**src/sbm_pkg.sv**
```systemverilog
// Shared constants and types for the secondary bus mode and frequency strap logic.
package sbm_pkg;

  // ************************************************************
  // Switch bank positions, index 0 is position one
  // ************************************************************
  localparam int SW_COUNT    = 8;
  localparam int SW_CAP_JOIN = 0;
  localparam int SW_CAP_GND  = 1;
  localparam int SW_CAP_MID  = 2;
  localparam int SW_RATE     = 3;
  localparam int SW_M66_JOIN = 4;
  localparam int SW_M66_GND  = 5;
  localparam int SW_WIDTH32  = 6;
  localparam int SW_HOST     = 7;

  // ************************************************************
  // Bus rates in MHz, three lower/upper pairs picked by capability level and speed66
  // ************************************************************
  localparam logic [7:0] FREQ_25  = 8'h19;
  localparam logic [7:0] FREQ_33  = 8'h21;
  localparam logic [7:0] FREQ_50  = 8'h32;
  localparam logic [7:0] FREQ_66  = 8'h42;
  localparam logic [7:0] FREQ_100 = 8'h64;
  localparam logic [7:0] FREQ_133 = 8'h85;

  // ************************************************************
  // Slot wiring and synchroniser layout
  // ************************************************************
  localparam int AD_WIDTH     = 32;
  localparam int IDSEL_AD_BIT = 20;
  localparam int INT_LINES    = 4;
  localparam int SYNC_WIDTH   = 15;
  // Switches open, comparators high, speed line released, interrupts idle.
  localparam logic [SYNC_WIDTH-1:0] SYNC_RESET = 15'h7F00;

  // Capability line levels, ordered so that the lower level wins when joined.
  typedef enum logic [1:0] {SBM_LVL_GND, SBM_LVL_MID, SBM_LVL_HIGH} sbm_level_t;

  // Strap latch phases around the secondary bus reset.
  typedef enum logic {SBM_ST_SAMPLE, SBM_ST_HOLD} sbm_latch_t;

endpackage

```
**src/sbm_intmsg.sv**
```systemverilog
// Converts module interrupt line changes into upstream interrupt messages.
`timescale 1ns/10ps
module sbm_intmsg #(
  parameter int LINES = 4
) (
  // Clock and reset
  input  wire logic                     clk,
  input  wire logic                     reset_n,
  // Synchronised line levels, high while a line is asserted
  input  wire logic [LINES-1:0]         line_active,
  // Message handshake toward the upstream link
  output logic                          msg_valid,
  input  wire logic                     msg_ready,
  output logic [$clog2(LINES)-1:0]      msg_line,
  output logic                          msg_assert
);

  localparam int LW = $clog2(LINES);

  typedef struct packed {
    logic [LINES-1:0] sent;
    logic             busy;
    logic [LW-1:0]    line;
    logic             asrt;
  } sbm_intmsg_state_t;

  sbm_intmsg_state_t cur;
  sbm_intmsg_state_t next_cur;
  logic [LINES-1:0]  diff;

  // A line needs a message whenever its level differs from the last level reported.
  genvar gi;
  generate
    for (gi = 0; gi < LINES; gi++) begin : g_diff
      assign diff[gi] = line_active[gi] ^ cur.sent[gi];
    end
  endgenerate

  // One message in flight; the lowest numbered changed line goes first.
  always_comb begin
    logic          found;
    logic [LW-1:0] pick;
    found    = 1'b0;
    pick     = '0;
    next_cur = cur;
    for (int i = LINES - 1; i >= 0; i--) begin
      if (diff[i]) begin
        found = 1'b1;
        pick  = i[LW-1:0];
      end
    end
    if (cur.busy && msg_ready) begin
      next_cur.busy = 1'b0;
    end else if (!cur.busy && found) begin
      next_cur.busy       = 1'b1;
      next_cur.line       = pick;
      next_cur.asrt       = line_active[pick];
      next_cur.sent[pick] = line_active[pick];
    end
  end

  // Register the message state.
  always_ff @(posedge clk or negedge reset_n) begin
    if (!reset_n) begin
      cur <= '0;
    end else begin
      cur <= next_cur;
    end
  end

  assign msg_valid  = cur.busy;
  assign msg_line   = cur.line;
  assign msg_assert = cur.asrt;
endmodule // sbm_intmsg

```
**src/sbm_strap_ctrl.sv**
```systemverilog
// Secondary bus mode, rate, width and slot strap control for the bridge.
`timescale 1ns/10ps
module sbm_strap_ctrl (
  // Clock and reset
  input  wire logic                              clk,
  input  wire logic                              reset_n,
  // Switch bank, one bit per position, high while closed
  input  wire logic [sbm_pkg::SW_COUNT-1:0]      config_switch_bank,
  // Module capability line comparators
  input  wire logic                              module_cap_above_low,
  input  wire logic                              module_cap_above_mid,
  // Module capability line pull controls
  output logic                                   module_cap_gnd_oe_n,
  output logic                                   module_cap_mid_en,
  // Resolved bridge capability line
  output sbm_pkg::sbm_level_t                    bridge_capability_line,
  // Module speed66 line, open drain
  input  wire logic                              module_speed66_enable_in,
  output logic                                   module_speed66_enable_out,
  output logic                                   module_speed66_enable_oe_n,
  // Resolved bridge speed66 line and rate pair select
  output logic                                   bridge_speed66_enable,
  output logic                                   rate_pair_select,
  // Host-role strap, open drain
  output logic                                   host_role_out,
  output logic                                   host_role_oe_n,
  // Secondary bus reset from the bridge core
  input  wire logic                              sec_reset_n,
  // Latched bus configuration
  output logic                                   bus_pcix_mode,
  output logic [7:0]                             bus_freq_mhz,
  output logic                                   bus_64bit,
  output logic                                   config_held,
  // Module interrupt lines, active low
  input  wire logic [sbm_pkg::INT_LINES-1:0]     module_int_n,
  // Upstream interrupt messages
  output logic                                   int_msg_valid,
  input  wire logic                              int_msg_ready,
  output logic [$clog2(sbm_pkg::INT_LINES)-1:0]  int_msg_line,
  output logic                                   int_msg_assert,
  // Secondary address/data bus and slot configuration select
  input  wire logic [sbm_pkg::AD_WIDTH-1:0]      ad_bus,
  output logic                                   config_select
);

  // ************************************************************
  // State and synchronised inputs
  // ************************************************************

  typedef struct packed {
    sbm_pkg::sbm_latch_t st;
    sbm_pkg::sbm_level_t cap;
    logic                br_m66;
    logic                mod_m66_oe_n;
    logic                cap_gnd_oe_n;
    logic                cap_mid_en;
    logic                rate_sel;
    logic                host_oe_n;
    logic                pcix;
    logic [7:0]          freq;
    logic                bus64;
  } sbm_core_state_t;

  // Released lines, highest capability and lowest rate until the first sample.
  localparam sbm_core_state_t CORE_RESET = '{
    st:           sbm_pkg::SBM_ST_SAMPLE,
    cap:          sbm_pkg::SBM_LVL_HIGH,
    br_m66:       1'b1,
    mod_m66_oe_n: 1'b1,
    cap_gnd_oe_n: 1'b1,
    cap_mid_en:   1'b0,
    rate_sel:     1'b1,
    host_oe_n:    1'b1,
    pcix:         1'b0,
    freq:         sbm_pkg::FREQ_25,
    bus64:        1'b0
  };

  sbm_core_state_t                    cur;
  sbm_core_state_t                    next_cur;
  logic [sbm_pkg::SYNC_WIDTH-1:0]     pins_raw;
  logic [sbm_pkg::SYNC_WIDTH-1:0]     pins_s;
  logic [sbm_pkg::SW_COUNT-1:0]       sw;
  logic                               mod_above_low;
  logic                               mod_above_mid;
  logic                               mod_m66;
  logic [sbm_pkg::INT_LINES-1:0]      int_n_s;
  sbm_pkg::sbm_level_t                mod_lvl;
  sbm_pkg::sbm_level_t                local_lvl;
  sbm_pkg::sbm_level_t                cap_resolved;
  logic                               m66_resolved;
  logic                               upper_rate;
  logic                               dec_pcix;
  logic [7:0]                         dec_freq;

  // All strap, speed and interrupt pins cross in one synchroniser bank.
  assign pins_raw = {module_int_n, module_speed66_enable_in, module_cap_above_mid,
                     module_cap_above_low, config_switch_bank};

  sbm_sync #(
    .WIDTH     (sbm_pkg::SYNC_WIDTH),
    .RESET_VAL (sbm_pkg::SYNC_RESET)
  ) u_sync (
    .clk      (clk),
    .reset_n  (reset_n),
    .pin      (pins_raw),
    .pin_sync (pins_s)
  );

  // Unpack the synchronised bank into named fields.
  assign sw            = pins_s[sbm_pkg::SW_COUNT-1:0];
  assign mod_above_low = pins_s[sbm_pkg::SW_COUNT];
  assign mod_above_mid = pins_s[sbm_pkg::SW_COUNT+1];
  assign mod_m66       = pins_s[sbm_pkg::SW_COUNT+2];
  assign int_n_s       = pins_s[sbm_pkg::SYNC_WIDTH-1:sbm_pkg::SW_COUNT+3];

  // ************************************************************
  // Capability line resolution
  // ************************************************************

  // Module side level seen through the two comparators.
  always_comb begin
    if (!mod_above_low) begin
      mod_lvl = sbm_pkg::SBM_LVL_GND;
    end else if (!mod_above_mid) begin
      mod_lvl = sbm_pkg::SBM_LVL_MID;
    end else begin
      mod_lvl = sbm_pkg::SBM_LVL_HIGH;
    end
  end

  // Bridge side level set by the ground and divider positions alone.
  always_comb begin
    if (sw[sbm_pkg::SW_CAP_GND]) begin
      local_lvl = sbm_pkg::SBM_LVL_GND;
    end else if (sw[sbm_pkg::SW_CAP_MID]) begin
      local_lvl = sbm_pkg::SBM_LVL_MID;
    end else begin
      local_lvl = sbm_pkg::SBM_LVL_HIGH;
    end
  end

  // When joined the lowest level wins, so a grounding module beats the divider.
  always_comb begin
    if (sw[sbm_pkg::SW_CAP_JOIN] && (mod_lvl < local_lvl)) begin
      cap_resolved = mod_lvl;
    end else begin
      cap_resolved = local_lvl;
    end
  end

  // ************************************************************
  // Speed66 wired-AND and rate pair
  // ************************************************************

  // Released reads one; the forced ground or a joined module pull lowers it.
  assign m66_resolved = !sw[sbm_pkg::SW_M66_GND] &&
                        !(sw[sbm_pkg::SW_M66_JOIN] && !mod_m66);

  // A closed rate switch grounds the select line and asks for the upper rate.
  assign upper_rate = sw[sbm_pkg::SW_RATE];

  // ************************************************************
  // Mode and frequency decode
  // ************************************************************

  // Clock rate follows only the strap levels, never the upstream link.
  always_comb begin
    dec_pcix = 1'b0;
    dec_freq = sbm_pkg::FREQ_25;
    unique case (cap_resolved)
      sbm_pkg::SBM_LVL_GND: begin
        dec_pcix = 1'b0;
        if (m66_resolved) begin
          dec_freq = upper_rate ? sbm_pkg::FREQ_66 : sbm_pkg::FREQ_50;
        end else begin
          dec_freq = upper_rate ? sbm_pkg::FREQ_33 : sbm_pkg::FREQ_25;
        end
      end
      sbm_pkg::SBM_LVL_MID: begin
        dec_pcix = 1'b1;
        dec_freq = upper_rate ? sbm_pkg::FREQ_66 : sbm_pkg::FREQ_50;
      end
      sbm_pkg::SBM_LVL_HIGH: begin
        dec_pcix = 1'b1;
        dec_freq = upper_rate ? sbm_pkg::FREQ_133 : sbm_pkg::FREQ_100;
      end
      default: begin
        dec_pcix = 1'b0;
        dec_freq = sbm_pkg::FREQ_25;
      end
    endcase
  end

  // ************************************************************
  // Next state
  // ************************************************************

  // Line drives track the switches live; the bus configuration only moves
  // while the secondary bus is in reset, since a mid-run change would break it.
  always_comb begin
    next_cur              = cur;
    next_cur.cap          = cap_resolved;
    next_cur.br_m66       = m66_resolved;
    next_cur.cap_gnd_oe_n = !(sw[sbm_pkg::SW_CAP_JOIN] && sw[sbm_pkg::SW_CAP_GND]);
    next_cur.cap_mid_en   = sw[sbm_pkg::SW_CAP_JOIN] && sw[sbm_pkg::SW_CAP_MID];
    next_cur.mod_m66_oe_n = !(sw[sbm_pkg::SW_M66_JOIN] && sw[sbm_pkg::SW_M66_GND]);
    next_cur.rate_sel     = !upper_rate;
    next_cur.host_oe_n    = !sw[sbm_pkg::SW_HOST];
    unique case (cur.st)
      sbm_pkg::SBM_ST_SAMPLE: begin
        next_cur.pcix  = dec_pcix;
        next_cur.freq  = dec_freq;
        next_cur.bus64 = !sw[sbm_pkg::SW_WIDTH32];
        if (sec_reset_n) begin
          next_cur.st = sbm_pkg::SBM_ST_HOLD;
        end
      end
      sbm_pkg::SBM_ST_HOLD: begin
        if (!sec_reset_n) begin
          next_cur.st = sbm_pkg::SBM_ST_SAMPLE;
        end
      end
    endcase
  end

  // Register the whole state.
  always_ff @(posedge clk or negedge reset_n) begin
    if (!reset_n) begin
      cur <= CORE_RESET;
    end else begin
      cur <= next_cur;
    end
  end

  // ************************************************************
  // Outputs
  // ************************************************************

  // Open-drain lines only ever drive low; the pull-ups give the high level.
  assign module_cap_gnd_oe_n        = cur.cap_gnd_oe_n;
  assign module_cap_mid_en          = cur.cap_mid_en;
  assign bridge_capability_line     = cur.cap;
  assign module_speed66_enable_out  = 1'b0;
  assign module_speed66_enable_oe_n = cur.mod_m66_oe_n;
  assign bridge_speed66_enable      = cur.br_m66;
  assign rate_pair_select           = cur.rate_sel;
  assign host_role_out              = 1'b0;
  assign host_role_oe_n             = cur.host_oe_n;
  assign bus_pcix_mode              = cur.pcix;
  assign bus_freq_mhz               = cur.freq;
  assign bus_64bit                  = cur.bus64;
  assign config_held                = (cur.st == sbm_pkg::SBM_ST_HOLD);

  // Routed strap: the slot select is a plain wire from one address line.
  assign config_select = ad_bus[sbm_pkg::IDSEL_AD_BIT];

  // ************************************************************
  // Interrupt forwarding
  // ************************************************************

  sbm_intmsg #(
    .LINES (sbm_pkg::INT_LINES)
  ) u_intmsg (
    .clk         (clk),
    .reset_n     (reset_n),
    .line_active (~int_n_s),
    .msg_valid   (int_msg_valid),
    .msg_ready   (int_msg_ready),
    .msg_line    (int_msg_line),
    .msg_assert  (int_msg_assert)
  );
endmodule // sbm_strap_ctrl

```
**src/sbm_sync.sv**
```systemverilog
// Two-stage synchroniser for the strap, speed and interrupt pins.
`timescale 1ns/10ps
module sbm_sync #(
  parameter int                WIDTH     = 1,
  parameter logic [WIDTH-1:0]  RESET_VAL = '0
) (
  // Clock and reset
  input  wire logic             clk,
  input  wire logic             reset_n,
  // Pins and their synchronised copies
  input  wire logic [WIDTH-1:0] pin,
  output logic      [WIDTH-1:0] pin_sync
);

  typedef struct packed {
    logic [WIDTH-1:0] first;
    logic [WIDTH-1:0] second;
  } sbm_sync_state_t;

  sbm_sync_state_t cur;
  sbm_sync_state_t next_cur;

  // The first stage feeds only the second stage, so metastability stays contained.
  always_comb begin
    next_cur.first  = pin;
    next_cur.second = cur.first;
  end

  // Register the whole chain.
  always_ff @(posedge clk or negedge reset_n) begin
    if (!reset_n) begin
      cur <= '{first: RESET_VAL, second: RESET_VAL};
    end else begin
      cur <= next_cur;
    end
  end

  assign pin_sync = cur.second;

endmodule // sbm_sync
```
**config.mk**
```make
export PLATFORM = sky130hd
export DESIGN_NAME = sbm_strap_ctrl
export DESIGN_NICKNAME = d
export VERILOG_FILES = /design/src/sbm_pkg.sv /design/src/sbm_intmsg.sv /design/src/sbm_strap_ctrl.sv /design/src/sbm_sync.sv
export SDC_FILE = /design/constraint.sdc
export NUM_CORES = 1
export LEC_CHECK = 0
export BUFFER_PORTS_ARGS = -buffer_cell sky130_fd_sc_hd__buf_4
export CAP_MARGIN = 20
export CORE_MARGIN = 2
export CORE_UTILIZATION = 44
export DETAILED_ROUTE_END_ITERATION = 10
export PLACE_DENSITY = 0.75
export RECOVER_POWER = 100
export SYNTH_ARGS = -nofsm -noshare
export SYNTH_HDL_FRONTEND = slang
export SYNTH_SLANG_ARGS = --single-unit
```
**constraint.sdc**
```tcl
create_clock -name clk -period 2.22 [get_ports clk]
set_input_delay 0.444 -clock clk [delete_from_list [all_inputs] [get_ports clk]]
set_output_delay 0.444 -clock clk [all_outputs]
set_load 0.01 [all_outputs]
```
==> summary.json <==
{
  "worst_pin_slew": {"value": 1337, "unit": "ps"},
  "design_power_total": {"value": 2.852, "unit": "mW"},
  "layout.core_utilization": {"value": 60.89, "unit": "%"},
  "power_density": {"value": 1005, "unit": "nW/µm²"},
  "place_hpwl": {"value": 2.403, "unit": "mm"},
  "r2r_cells": {"value": 11},
  "post_synth_xor_area_fraction": {"value": 2.073, "unit": "%"},
  "share_comb_of_total_power": {"value": 20.6, "unit": "%"},
  "detail_route.drc_violations": {"value": 0},
  "power.share.sequential": {"value": 45.7, "unit": "%"},
  "yosysUniqueCellTypes": {"value": 35},
  "global_route.usage.total": {"value": 14.98, "unit": "%"},
  "number_of_buffers_on_the_longest_clock_path": {"value": 2},
  "finalHoldWorstSlack": {"value": 228.3, "unit": "ps"},
  "postSynthAreaPerCell": {"value": 13.37, "unit": "µm²"},
  "avgViaCountPerCell": {"value": 4.850},
  "port-buffer-count": {"value": 41},
  "post-place-cells": {"value": 254},
  "fin_crit_sh": {"value": 99.46, "unit": "%"},
  "synth-seq-area-share": {"value": 68.90, "unit": "%"},
  "die_width": {"value": 73.28, "unit": "µm"},
  "power_switching_share": {"value": 27.27, "unit": "%"},
  "internal_power": {"value": 2.074, "unit": "mW"},
  "postSynth.topFlopCell": {"value": "sky130_fd_sc_hd__dfrtp_1"},
  "grt-ovfl-total": {"value": 0},
  "number_of_maximum_capacitance_violations": {"value": 0},
  "number_of_warning_messages_in_the_yosys_log": {"value": 0},
  "antenna-diode-count": {"value": 0},
  "drive_gt1_share": {"value": 51.60, "unit": "%"},
  "synth_edf_count": {"value": 0},
  "synth_top_cells_by_area": {"value": "sky130_fd_sc_hd__dfrtp_1, sky130_fd_sc_hd__dfstp_2, sky130_fd_sc_hd__ha_1"},
  "fin_worst_skew": {"value": 4.916, "unit": "ps"},
  "min_path_cells": {"value": 1},
  "clock_tree.htree_level_count": {"value": 3},
  "worstPathArrival": {"value": 2420, "unit": "ps"},
  "syn2layout_area_growth": {"value": 34.36, "unit": "%"},
  "fin_nets": {"value": 273},
  "vdd_drop_max": {"value": 606.3, "unit": "µV"},
  "timing.critical_path.slowest_cell_delay": {"value": 540, "unit": "ps"},
  "fraction_of_the_mapped_netlist_area_in_compound_gates": {"value": 11.67, "unit": "%"},
  "clock-root-buffer": {"value": "sky130_fd_sc_hd__clkbuf_8"},
  "drt-pass1-iter-count": {"value": 4},
  "muxShareOfSynthArea": {"value": 2.073, "unit": "%"},
  "worstSetupEndpointType": {"value": "flop"},
  "detail_route.wirelength": {"value": 3.585, "unit": "mm"},
  "synth_top_cells_by_count": {"value": "sky130_fd_sc_hd__dfrtp_1, sky130_fd_sc_hd__dfstp_2, sky130_fd_sc_hd__nand2_1, sky130_fd_sc_hd__inv_1, sky130_fd_sc_hd__a21oi_1"},
  "vias": {"value": 1324},
  "start_kind": {"value": "flop"},
  "path_cells": {"value": "nand2_2 -> inv_2 -> ha_4 -> nand2b_4 -> nor2_4 -> o22a_1 -> o2bb2ai_4 -> inv_2 -> ha_4 -> a221o_1 -> a22o_1"},
  "initial_core_util": {"value": 45.32, "unit": "%"},
  "setup_viol_count_final": {"value": 0},
  "grt_start_max_net_pins": {"value": 58},
  "grt_pass1_wl": {"value": 5.802, "unit": "mm"},
  "slew_viol_final": {"value": 0},
  "crit_path_max_fanout": {"value": 4},
  "worstSetupPathDepth": {"value": 11},
  "yosys.area_share.adder": {"value": 4.739, "unit": "%"},
  "max_freq": {"value": 452.9, "unit": "MHz"},
  "netlist_instances": {"value": 158},
  "post_synth_and_or_nand_nor_area_fraction": {"value": 6.280, "unit": "%"},
  "vias_in_the_first_global_route": {"value": 1344},
  "synth.most_common_cell": {"value": "sky130_fd_sc_hd__dfrtp_1"},
  "tritoncts_num_sinks": {"value": 57},
  "tritoncts_clock_tree": {"value": "yes"},
  "worstPathBufferInverterCount": {"value": 2},
  "synth-seq-cells": {"value": 57},
  "ffs_w_async_s_r_synth": {"value": 100.0, "unit": "%"},
  "cts_made_buffers": {"value": 9},
  "class_of_the_tightest_hold_or_removal_check": {"value": "in2reg"},
  "final_cell_area": {"value": 2838, "unit": "µm²"},
  "cts.reportedPaths.clkPinSlew": {"value": 60, "unit": "ps"},
  "design.die.area": {"value": 5370, "unit": "µm²"},
  "antenna_found_initial": {"value": 0},
  "slowest_stage": {"value": "sky130_fd_sc_hd__dfstp_2"},
  "regToRegSetupSlack": {"value": 10, "unit": "ps"},
  "netlist.top_cell.by_area": {"value": "sky130_fd_sc_hd__dfrtp_1"},
  "period_minus_slack": {"value": 2208, "unit": "ps"},
  "die_y": {"value": 73.28, "unit": "µm"},
  "worst-endpoint-required": {"value": 2430, "unit": "ps"},
  "run_status": {"value": "complete, no violations"},
  "netlist.area_leader.share": {"value": 40.28, "unit": "%"},
  "clock_latency": {"value": 320, "unit": "ps"},
  "place_area": {"value": 2566, "unit": "µm²"},
  "finalNonFillerCells": {"value": 273},
  "drtIter0Drc": {"value": 63},
  "place_congestion": {"value": 0.7541},
  "timing_hold_violations_final": {"value": 0},
  "routed_wire_length_per_instance": {"value": 13.13, "unit": "µm"},
  "critical-path-top-delay-family": {"value": "compound AO/OA/AOI/OAI gates"},
  "syn-cell-area": {"value": 2112, "unit": "µm²"},
  "num_rows": {"value": 25},
  "synth_top_family_by_area": {"value": "compound AO/OA/AOI/OAI gates"},
  "ios": {"value": 77},
  "route.antenna.remaining_nets": {"value": 0},
  "clock_power_share": {"value": 33.7, "unit": "%"},
  "placeableCoreArea": {"value": 4661, "unit": "µm²"},
  "timing_worst_setup_path_type": {"value": "reg2reg"},
  "grt_setup_unrepaired": {"value": "true"},
  "leakagePower": {"value": 1.304, "unit": "nW"},
  "max_slew_margin": {"value": 10.90, "unit": "%"},
  "net-switching-power": {"value": 777.6, "unit": "µW"}
}
==> cells in the final DEF, fill, tap and decap left out, types with 2 or more instances in the layout <==
cell type                  instances
sky130_fd_sc_hd__a21o_1            2
sky130_fd_sc_hd__a21oi_1           9
sky130_fd_sc_hd__a22o_1            2
sky130_fd_sc_hd__a31oi_1           2
sky130_fd_sc_hd__buf_4            33
sky130_fd_sc_hd__clkbuf_4         16
sky130_fd_sc_hd__clkbuf_8         15
sky130_fd_sc_hd__conb_1            2
sky130_fd_sc_hd__dfrtp_1          34
sky130_fd_sc_hd__dfstp_2          23
sky130_fd_sc_hd__ha_1              3
sky130_fd_sc_hd__ha_4              4
sky130_fd_sc_hd__inv_1             7
sky130_fd_sc_hd__inv_2             3
sky130_fd_sc_hd__mux2_2            3
sky130_fd_sc_hd__nand2_1          11
sky130_fd_sc_hd__nand2_2           2
sky130_fd_sc_hd__nor2_1            7
sky130_fd_sc_hd__nor2b_1           3
sky130_fd_sc_hd__o21ai_0           4
sky130_fd_sc_hd__o21ai_1           3
sky130_fd_sc_hd__o22a_1            3
sky130_fd_sc_hd__o31ai_1           2
sky130_fd_sc_hd__xnor2_1           4
==> cell type report <==
| cell class | count | area (µm²) |
|---|---|---|
| well taps | 54 | 67.56 |
| fillers | 369 | 1823 |
| clock inverters | 1 | 5.005 |
| inverters | 10 | 37.54 |
| repair buffers | 52 | 387.9 |
| clock buffers | 15 | 206.4 |
| flip-flops and latches | 57 | 1455 |
| multi-input cells | 84 | 678.2 |
==> worst reg2reg max path: cells and delay by family (launching register included) <==
family / cells / cell delay (ps)
AOI/OAI and AO/OA: 4 / 860
DFF: 1 / 540
adders and majority gates: 2 / 290
and+or+nand+nor: 3 / 230
buffers and inverters: 2 / 180
==> through the flow <==
| step | setup TNS (ps) | setup WS [ps] |
|---|---|---|
| 4_1_cts | -4.480 | -4.480 |
| 3_3_place_gp | -7.755 | -7.755 |
| 3_5_place_dp | -84.75 | -60.34 |
| 6_report | 0 | 11.92 |
| 2_1_floorplan | 0 | 0.3426 |
| 5_1_grt | -123.9 | -111.5 |
==> what timing repair did <==
item	CTS	global route
gates resized for setup	6	5
gates cloned	0	0
hold buffers	0	0
endpoints found under the hold margin	0	0
buffers inserted	3	0
pin swaps	9	5
endpoints found under the setup margin	3	5
==> per-layer routing <==
layer / GRT usage [%] / vias up / wire [µm]
li1: - / 635 / -
met1: 16.03 / 649 / 1472
met2: 24.52 / 34 / 1877
met3: 6.584 / 6 / 191
met4: 8.642 / 0 / 44
met5: 0 / - / 0
==> final timing paths <==
kind,from,endpoint
worst max register to register,u_sync.pin_sync[9],bus_freq_mhz[6]
worst min-delay path,module_int_n[3],u_sync.cur[29]
worst min register to register,u_sync.cur[19],u_sync.pin_sync[4]
max in group asynchronous,reset_n,u_sync.pin_sync[3]
worst max-delay path,u_sync.pin_sync[9],bus_freq_mhz[6]
min in group asynchronous,reset_n,u_intmsg.cur[7]
==> logic make-up (layout without fill, tap and decap cells) <==
family / after synthesis / count (layout)
DFF: 57 / 57
AOI/OAI and AO/OA: 36 / 36
and+or+nand+nor: 29 / 29
buffers and inverters: 18 / 78
adders and majority gates: 8 / 8
xor gates and xnor gates: 5 / 5
muxes: 4 / 4
other: 1 / 2
==> sequential cells by signal (all words and copies together), names as in the netlist, 2 cells and up <==
signal	cells
u_sync.cur	15
u_sync.pin_sync	15
bus_freq_mhz	8
u_intmsg.cur	4
bridge_capability_line	2
u_intmsg.msg_line	2
==> power by group through the flow <==
stage | clock (mW) | sequential, mW | combinational, mW
6_report | 0.960 | 1.30 | 0.588
5_1_grt | 1.03 | 1.32 | 0.658
4_1_cts | 0.988 | 1.31 | 0.592
3_5_place_dp | 0 | 1.32 | 0.577
3_3_place_gp | 0 | 1.32 | 0.562
2_1_floorplan | 0 | 1.31 | 0.386
Note: power is estimated with default switching activity, not from simulation.
